## config.mk

```make
export PLATFORM = sky130hd
export DESIGN_NAME = ssf_top
export DESIGN_NICKNAME = d
export VERILOG_FILES = /design/src/verilog/ssf_pkg.sv /design/src/verilog/ssf_flag_pair.sv /design/src/verilog/ssf_any_flags.sv /design/src/verilog/ssf_top.sv
export SDC_FILE = /design/constraint.sdc
export NUM_CORES = 1
export LEC_CHECK = 0
export BUFFER_PORTS_ARGS = -buffer_cell sky130_fd_sc_hd__buf_4
export CAP_MARGIN = 20
export CORE_AREA = 2 2 39 41
export CTS_BUF_LIST = sky130_fd_sc_hd__clkbuf_8
export DETAILED_ROUTE_END_ITERATION = 8
export DIE_AREA = 0 0 41 43
export PLACE_DENSITY = 0.67
export SETUP_SLACK_MARGIN = 0.05
export SKIP_CTS_REPAIR_TIMING = 1
export SYNTH_ARGS = -nofsm -noshare
export SYNTH_HDL_FRONTEND = slang
export SYNTH_SLANG_ARGS = --single-unit
```

## constraint.sdc

```tcl
create_clock -name clk_sys_i -period 2.25 [get_ports clk_sys_i]
set_input_delay 0.225 -clock clk_sys_i [delete_from_list [all_inputs] [get_ports clk_sys_i]]
set_output_delay 0.225 -clock clk_sys_i [all_outputs]
set_load 0.02 [all_outputs]
```

## src/verilog/ssf_pkg.sv

```systemverilog
// Package for the sample status flag block: register map, bit layout, carriers.
// Assumes a single 20 MHz system clock and a synchronous active-low reset.
package ssf_pkg;

  // ****************************************************************
  // Register map
  // ****************************************************************
  localparam logic [7:0] SSF_ADDR_ALIAS     = 8'h00;
  localparam logic [7:0] SSF_ADDR_PRESS_HI  = 8'h01;
  localparam logic [7:0] SSF_ADDR_FIFO_DATA = 8'h01;
  localparam logic [7:0] SSF_ADDR_TEMP_HI   = 8'h04;
  localparam logic [7:0] SSF_ADDR_STATUS    = 8'h06;
  localparam logic [7:0] SSF_STATUS_RESET   = 8'h00;

  // ****************************************************************
  // Status bit positions
  // ****************************************************************
  localparam int SSF_BIT_ANY_OW  = 7;
  localparam int SSF_BIT_PRESS_OW = 6;
  localparam int SSF_BIT_TEMP_OW = 5;
  localparam int SSF_BIT_ANY_RDY = 3;
  localparam int SSF_BIT_PRESS_RDY = 2;
  localparam int SSF_BIT_TEMP_RDY = 1;

  localparam logic [1:0] SSF_FIFO_OFF = 2'h0;

  // ****************************************************************
  // Carriers
  // ****************************************************************
  typedef struct packed {
    logic       rd_stb;
    logic [7:0] rd_addr;
  } ssf_rd_s;

  typedef struct packed {
    logic press_event_enable;
    logic temp_event_enable;
    logic ready_event_mode;
  } ssf_cfg_s;

endpackage

```

## src/verilog/ssf_flag_pair.sv

```systemverilog
// One ready flag and its overwrite flag for a single measurement channel.
// Assumes set and clear strobes are one-cycle pulses on clk_sys_i.
`timescale 1ns/1ps
module ssf_flag_pair
(
  input  wire logic clk_sys_i,
  input  wire logic nrst_i,
  input  wire logic enable_i,
  input  wire logic set_i,
  input  wire logic clr_i,
  output logic      ready_o,
  output logic      overwrite_o
);

  logic ready_r;
  logic ready_nxt;
  logic ow_r;
  logic ow_nxt;

  // Set beats clear so an event in the clear cycle survives
  always_comb
  begin
    ready_nxt = ready_r;
    ow_nxt    = ow_r;
    if (clr_i)
    begin
      ready_nxt = 1'b0;
      ow_nxt    = 1'b0;
    end
    if (set_i && enable_i)
    begin
      ready_nxt = 1'b1;
      ow_nxt    = ow_r | ready_r;
    end
  end

  always_ff @(posedge clk_sys_i)
  begin
    if (!nrst_i)
    begin
      ready_r <= 1'b0;
      ow_r    <= 1'b0;
    end
    else
    begin
      ready_r <= ready_nxt;
      ow_r    <= ow_nxt;
    end
  end

  assign ready_o     = ready_r;
  assign overwrite_o = ow_r;

endmodule

```

## src/verilog/ssf_any_flags.sv

```systemverilog
// Combined ready and overwrite flags covering both channels.
// Assumes set and clear strobes are one-cycle pulses on clk_sys_i.
`timescale 1ns/1ps
module ssf_any_flags
(
  input  wire logic clk_sys_i,
  input  wire logic nrst_i,
  input  wire logic enable_i,
  input  wire logic press_set_i,
  input  wire logic temp_set_i,
  input  wire logic clr_i,
  output logic      ready_o,
  output logic      overwrite_o
);

  logic ready_r;
  logic ready_nxt;
  logic ow_r;
  logic ow_nxt;
  logic set;

  assign set = press_set_i | temp_set_i;

  always_comb
  begin
    ready_nxt = ready_r;
    ow_nxt    = ow_r;
    if (clr_i)
    begin
      ready_nxt = 1'b0;
      ow_nxt    = 1'b0;
    end
    if (set && enable_i)
    begin
      ready_nxt = 1'b1;
      ow_nxt    = ow_r | ready_r;
    end
  end

  always_ff @(posedge clk_sys_i)
  begin
    if (!nrst_i)
    begin
      ready_r <= 1'b0;
      ow_r    <= 1'b0;
    end
    else
    begin
      ready_r <= ready_nxt;
      ow_r    <= ow_nxt;
    end
  end

  assign ready_o     = ready_r;
  assign overwrite_o = ow_r;

endmodule

```

## src/verilog/ssf_top.sv

```systemverilog
// Sample status register: per-channel and combined ready/overwrite flags.
// Assumes the register read path supplies a one-cycle read strobe with address.
`timescale 1ns/1ps
module ssf_top
(
  input  wire logic              clk_sys_i,
  input  wire logic              nrst_i,
  input  wire ssf_pkg::ssf_rd_s  rd_i,
  input  wire ssf_pkg::ssf_cfg_s cfg_i,
  input  wire logic [1:0]        fifo_mode_i,
  input  wire logic              press_done_i,
  input  wire logic              temp_done_i,
  output logic                   status_hit_o,
  output logic [7:0]             status_data_o
);

  // ****************************************************************
  // Read decode
  // ****************************************************************
  logic fifo_off;
  logic press_hi_rd;
  logic temp_hi_rd;
  logic fifo_rd;
  logic press_clr;
  logic temp_clr;
  logic any_clr;

  assign fifo_off = (fifo_mode_i == ssf_pkg::SSF_FIFO_OFF);

  always_comb
  begin
    press_hi_rd  = 1'b0;
    temp_hi_rd   = 1'b0;
    fifo_rd      = 1'b0;
    status_hit_o = 1'b0;
    if (rd_i.rd_stb && rd_i.rd_addr == ssf_pkg::SSF_ADDR_STATUS)
    begin
      status_hit_o = 1'b1;
    end
    else if (rd_i.rd_stb && fifo_off && rd_i.rd_addr == ssf_pkg::SSF_ADDR_ALIAS)
    begin
      status_hit_o = 1'b1;
    end
    else if (rd_i.rd_stb && fifo_off && rd_i.rd_addr == ssf_pkg::SSF_ADDR_PRESS_HI)
    begin
      press_hi_rd = 1'b1;
    end
    else if (rd_i.rd_stb && fifo_off && rd_i.rd_addr == ssf_pkg::SSF_ADDR_TEMP_HI)
    begin
      temp_hi_rd = 1'b1;
    end
    else if (rd_i.rd_stb && !fifo_off && rd_i.rd_addr == ssf_pkg::SSF_ADDR_FIFO_DATA)
    begin
      fifo_rd = 1'b1;
    end
  end

  assign press_clr = press_hi_rd | fifo_rd;
  assign temp_clr  = temp_hi_rd | fifo_rd;
  assign any_clr   = press_hi_rd | temp_hi_rd | fifo_rd;

  // ****************************************************************
  // Flags
  // ****************************************************************
  logic press_rdy;
  logic press_ow;
  logic temp_rdy;
  logic temp_ow;
  logic any_rdy;
  logic any_ow;

  ssf_flag_pair u_press
  (
    .clk_sys_i   (clk_sys_i),
    .nrst_i      (nrst_i),
    .enable_i    (cfg_i.press_event_enable),
    .set_i       (press_done_i),
    .clr_i       (press_clr),
    .ready_o     (press_rdy),
    .overwrite_o (press_ow)
  );

  ssf_flag_pair u_temp
  (
    .clk_sys_i   (clk_sys_i),
    .nrst_i      (nrst_i),
    .enable_i    (cfg_i.temp_event_enable),
    .set_i       (temp_done_i),
    .clr_i       (temp_clr),
    .ready_o     (temp_rdy),
    .overwrite_o (temp_ow)
  );

  ssf_any_flags u_any
  (
    .clk_sys_i   (clk_sys_i),
    .nrst_i      (nrst_i),
    .enable_i    (cfg_i.ready_event_mode),
    .press_set_i (press_done_i),
    .temp_set_i  (temp_done_i),
    .clr_i       (any_clr),
    .ready_o     (any_rdy),
    .overwrite_o (any_ow)
  );

  // ****************************************************************
  // Status image
  // ****************************************************************
  logic [7:0] status_r;
  logic [7:0] status_nxt;

  always_comb
  begin
    status_nxt = ssf_pkg::SSF_STATUS_RESET;
    status_nxt[ssf_pkg::SSF_BIT_ANY_OW]    = any_ow;
    status_nxt[ssf_pkg::SSF_BIT_PRESS_OW]  = press_ow;
    status_nxt[ssf_pkg::SSF_BIT_TEMP_OW]   = temp_ow;
    status_nxt[ssf_pkg::SSF_BIT_ANY_RDY]   = any_rdy;
    status_nxt[ssf_pkg::SSF_BIT_PRESS_RDY] = press_rdy;
    status_nxt[ssf_pkg::SSF_BIT_TEMP_RDY]  = temp_rdy;
  end

  always_ff @(posedge clk_sys_i)
  begin
    if (!nrst_i)
    begin
      status_r <= ssf_pkg::SSF_STATUS_RESET;
    end
    else
    begin
      status_r <= status_nxt;
    end
  end

  assign status_data_o = status_r;

endmodule

```

==> metrics.csv, run 1 <==
metric;value;unit
Top Ports;27;
Crit Path Max Fanout;2;
initial core utilization;33.9;%
Total GRT Usage;14.4;%
GPL Wtd Cong;0.689;
data arrival at the endpoint of the critical path;1.05;ns
Max stage delay on crit path;0.34;ns
number of synthesized flops with an enable pin;0;
initial antenna violation count;0;
cell mode on critical path;buf_4;
clk root buf;clkbuf_8;
peak supply drop;0.000570;V
die area;1760;µm²
WP data required;2.03;ns
final antenna diode count;0;
Clock Pin Slew Worst Setup and Hold Paths;0.05;ns
leading area contributor after synthesis;dfxtp_1;
core area;1380;µm²
slowest stage cell on the critical path;nor4_2;
Final ANT Viol Nets;0;
CTS Buf Count;3;
Final Hold Vio Count;0;
syn avg cell area;8.85;µm²
clock share of power;43.1;%
Reg2Reg Depth;4;
Gate power share;13.1;%
hold path startpoint;temp_done_i;
largest net degree at the start of global routing;9;
Remaining DRCs;0;
sequence of cells on the critical path;buf_4 > nor4_2 > nand3_1 > nor2_1 > buf_4;
CP Capture Type;output port;
RSZ-0062 raised after global routing;false;
Sw Share;20.6;%
largest cells by area after synthesis;dfxtp_1 51%, o21ai_1 4.3%, inv_1 4.0%;
Synth top cells by count;12 x dfxtp_1, 5 x inv_1, 5 x nand2_1, 5 x nor2_1, 4 x o21ai_1;
Reg power frac;43.8;%
P_int;0.415;mW
Yosys warning count;0;
period utilisation layout;56.8;%
Clock Skew;0.000708;ns
Max Cap Viol;0;
Die Y;43;µm
drt wl/cell;9.46;µm
leakage power;0.345;nW
gr ovfl total;0;
filler cell count in the final layout;134;
critical path depth;5;
Seq/Total Area, Yosys;51.2;%
Slew Limit Fails;0;
Largest delay share family, worst path;simple AND/OR/NAND/NOR gates;
CTS tree;yes;
synthesized cell area;469;µm²
Row Count;14;
first-pass GRT wire length;1740;µm
Reg2Reg Launch Point;u_temp.ready_o;
CTS H-tree depth;1;
most frequent cell after synthesis;dfxtp_1;
Post-synth ARST share;0;%
Crit Path Class;input pin to output port;
hold depth;3;
Tmin final;1.28;ns
Mapped Cells;53;
hpwl dp;740;µm
status;completed;
top_reg_cell synth;dfxtp_1;
layout net count;99;
initial DRC count;2;
Buf/Inv on CP;2;
CTS Buffer Depth;2;
startpoint type of the worst setup path;input pin;
IO buf count;24;
Worst Hold Class;input pin to flop;
Sink Count;12;
final setup fails;0;
Netlist cell types;20;
Vias/cell;4.73;
Worst Setup SP;rd_i[3];
post-layout util;51.5;%
DR pass1 iterations;2;
sw power;0.108;mW
synthesized flop and latch total;12;
pwr dens;733;nW/µm²
Fin Setup TNS;0;ns
Synth top area share;51.2;%
fmax;783;MHz
via count;454;
die width;41;µm
Clk Latency, worst-skew pair;0.23;ns
Power Total;0.523;mW
drt total wl;908;µm
vias in the first global route;447;
ratio of cells with drive above 1 in the final layout;40.0;%
Layout area overhead;52.0;%
## worst reg2reg max path, stage by stage, from the launching register on
cell and delay [ns]:
dfxtp_1 0.29, nand2_1 0.06, inv_1 0.05, o211ai_1 0.16, o21ai_1 0.08
## area by class of cell
type	count	area, µm²	area share, %
Clock buffer	4	55.1	7.72
Sequential cell	12	240	33.7
Inverter	5	18.8	2.63
Tap cell	16	20.0	2.81
Multi-Input combinational cell	35	199	27.9
Timing Repair Buffer	24	180	25.3
## metal layers
layer,track usage (%),wire length (µm),up-vias,share of wire [%]
li1,-,-,232,-
met1,18.9,387,198,43
met2,20.9,427,22,47
met3,4.71,73,2,8.0
met4,6.00,19,0,2.1
met5,0,0,-,0
## state kept, by name, indices dropped and copies added, names as in the netlist
register	flops
u_any.ready_o	1
u_press.ready_o	1
u_any.overwrite_o	1
u_temp.overwrite_o	1
status_data_o	6
u_temp.ready_o	1
u_press.overwrite_o	1
## layout by cell type, fill, tap and decap left out, types with 2 or more instances in the layout
cell type and count:
o21ai_0 2, a21oi_1 3, nand2_1 5, nand3_1 2
nor2_1 5, and2_1 2, conb_1 2, inv_1 5
o22ai_1 2, o21ai_1 4, clkbuf_8 4, dfxtp_1 12
buf_4 24
## worst paths after layout
check / to / slack (ns)
max reg2reg: u_temp.overwrite_o / 1.48
min: u_temp.ready_o / 0.24
max: status_hit_o / 0.97
min reg2reg: status_data_o[7] / 0.46
## through the flow
step | std cells | hold slack (ns) | setup slack [ns] | area [µm²]
floorplan | 54 | 0.356 | 1.07 | 473
global placement | 92 | 0.441 | 0.968 | 658
detailed placement | 92 | 0.440 | 0.974 | 658
CTS | 96 | 0.246 | 0.973 | 713
global route | 96 | 0.266 | 0.888 | 713
finish | 96 | 0.241 | 0.972 | 713
## cell families (layout without fill, tap and decap cells)
kind of cell	count (synthesis)	count (layout)	share of synthesized area (%)
buf+inv	7	33	7.20
flops	12	12	51.2
other cells	1	2	0.799
simple gates	19	19	23.5
compound gates	14	14	17.3
## power by group through the flow
stage	sequential [mW]	combinational [mW]	clock, mW
finish	0.229	0.0683	0.225
global placement	0.233	0.0677	0
global route	0.231	0.0763	0.249
detailed placement	0.234	0.0684	0
floorplan	0.240	0.0251	0
CTS	0.229	0.0687	0.230
Note: power is estimated with default switching activity, not from simulation.
==> inputs of run 2 (changes only) <==
- clock period: 2.25 -> 1.2 ns (I/O delays scaled with it)
==> metrics.csv, run 2 (same netlist as run 1, synthesis figures left out) <==
metric;value;unit
Top Ports;27;
clk root buf;clkbuf_8;
Placement Cell Area;658;µm²
CP Capture Type;output port;
layout net count;99;
post-layout util;51.2;%
Final ANT Viol Nets;0;
Die Y;43;µm
peak supply drop;0.000588;V
Row Count;14;
commonest non-fill, non-tap cell in the layout;buf_4;
Worst Hold Class;input pin to flop;
Sink Count;12;
final setup fails;0;
core area;1380;µm²
P_int;0.711;mW
initial antenna violation count;0;
Sw Share;22.0;%
Reg power frac;47.2;%
hpwl dp;734;µm
fmax;980;MHz
Slew Limit Fails;0;
Crit Path Max Fanout;2;
status;completed;
Hold Slack;0.140;ns
Remaining DRCs;0;
ratio of cells with drive above 1 in the final layout;39.2;%
Clock Skew;0.000293;ns
leakage power;0.339;nW
Vias/cell;4.77;
CTS H-tree depth;1;
Layout area overhead;50.9;%
Final Hold Vio Count;0;
largest net degree at the start of global routing;9;
initial core utilization;33.9;%
Tmin final;1.02;ns
vias in the first global route;398;
CTS tree;yes;
Total GRT Usage;14.2;%
die width;41;µm
die area;1760;µm²
WP data required;1.08;ns
clock share of power;38.4;%
startpoint type of the worst setup path;input pin;
CTS Buf Count;3;
CTS Buffer Depth;2;
data arrival at the endpoint of the critical path;0.90;ns
Placed Cells incl. Taps;92;
gr ovfl total;0;
period utilisation layout;85.0;%
most frequent cells in the layout;24 x buf_4, 12 x dfxtp_1, 5 x nor2_1, 5 x inv_1, 5 x nand2_1;
first-pass GRT wire length;1610;µm
pwr dens;1290;nW/µm²
drt wl/cell;9.59;µm
sw power;0.200;mW
Gate power share;14.4;%
post-route design area;708;µm²
final antenna diode count;0;
RSZ-0062 raised after global routing;false;
Max Cap Viol;0;
drt total wl;911;µm
via count;453;
Cell Count, Final, Fillers Out;95;
GPL Wtd Cong;0.688;
filler cell count in the final layout;137;
Clock Pin Slew Worst Setup and Hold Paths;0.05;ns
DR pass1 iterations;4;
max reg flops;6;
IO buf count;24;
Crit Path Class;input pin to output port;
Fin Setup TNS;0;ns
initial DRC count;4;
Clk Latency, worst-skew pair;0.23;ns
[run 2: changes by cell type in the layout (fill, tap and decap cells not counted)]
cell      delta
clkbuf_8     -1
nor4_2       -1
nor4_4       +1
[run 2: final timing paths]
check             slack, ns  cells past startpoint                 end               from
setup / recovery       0.18                      5        status_hit_o            rd_i[3]
hold / removal         0.14                      3      u_temp.ready_o        temp_done_i
setup reg to reg       0.42                      4  u_temp.overwrite_o     u_temp.ready_o
hold reg to reg        0.45                      2    status_data_o[7]  u_any.overwrite_o
[run 2: layout make-up]
type	count	area [µm²]	area share, %
Sequential cell	12	240	33.9
Multi-Input combinational cell	35	208	29.3
Timing Repair Buffer	24	180	25.4
Clock buffer	3	41.3	5.83
Tap cell	16	20.0	2.83
Inverter	5	18.8	2.65
[run 2: metrics by stage]
step / power, mW / setup WS [ns]
2_1_floorplan: 0.497 / 0.187
5_1_grt: 0.976 / 0.107
3_5_place_dp: 0.566 / 0.0410
4_1_cts: 0.925 / 0.134
6_report: 0.912 / 0.180
3_3_place_gp: 0.564 / 0.0237
[run 2: power by group through the flow]
stage	sequential, mW	clock [mW]	combinational, mW
after detailed placement	0.438	0	0.128
after CTS	0.430	0.366	0.129
after floorplan	0.450	0	0.0470
after global placement	0.437	0	0.127
after global routing	0.432	0.399	0.145
final	0.430	0.350	0.131
[run 2: routing by layer]
| layer | track usage [%] | wire (µm) |
|---|---|---|
| met1 | 17.8 | 402 |
| met2 | 18.4 | 405 |
| met3 | 4.71 | 73 |
| met4 | 12.0 | 29 |
| met5 | 0 | 0 |
[run 2: critical path, cell delays in order]
cell,delay [ns]
buf_4,0.12
nor4_4,0.30
nand3_1,0.11
nor2_1,0.11
buf_4,0.14
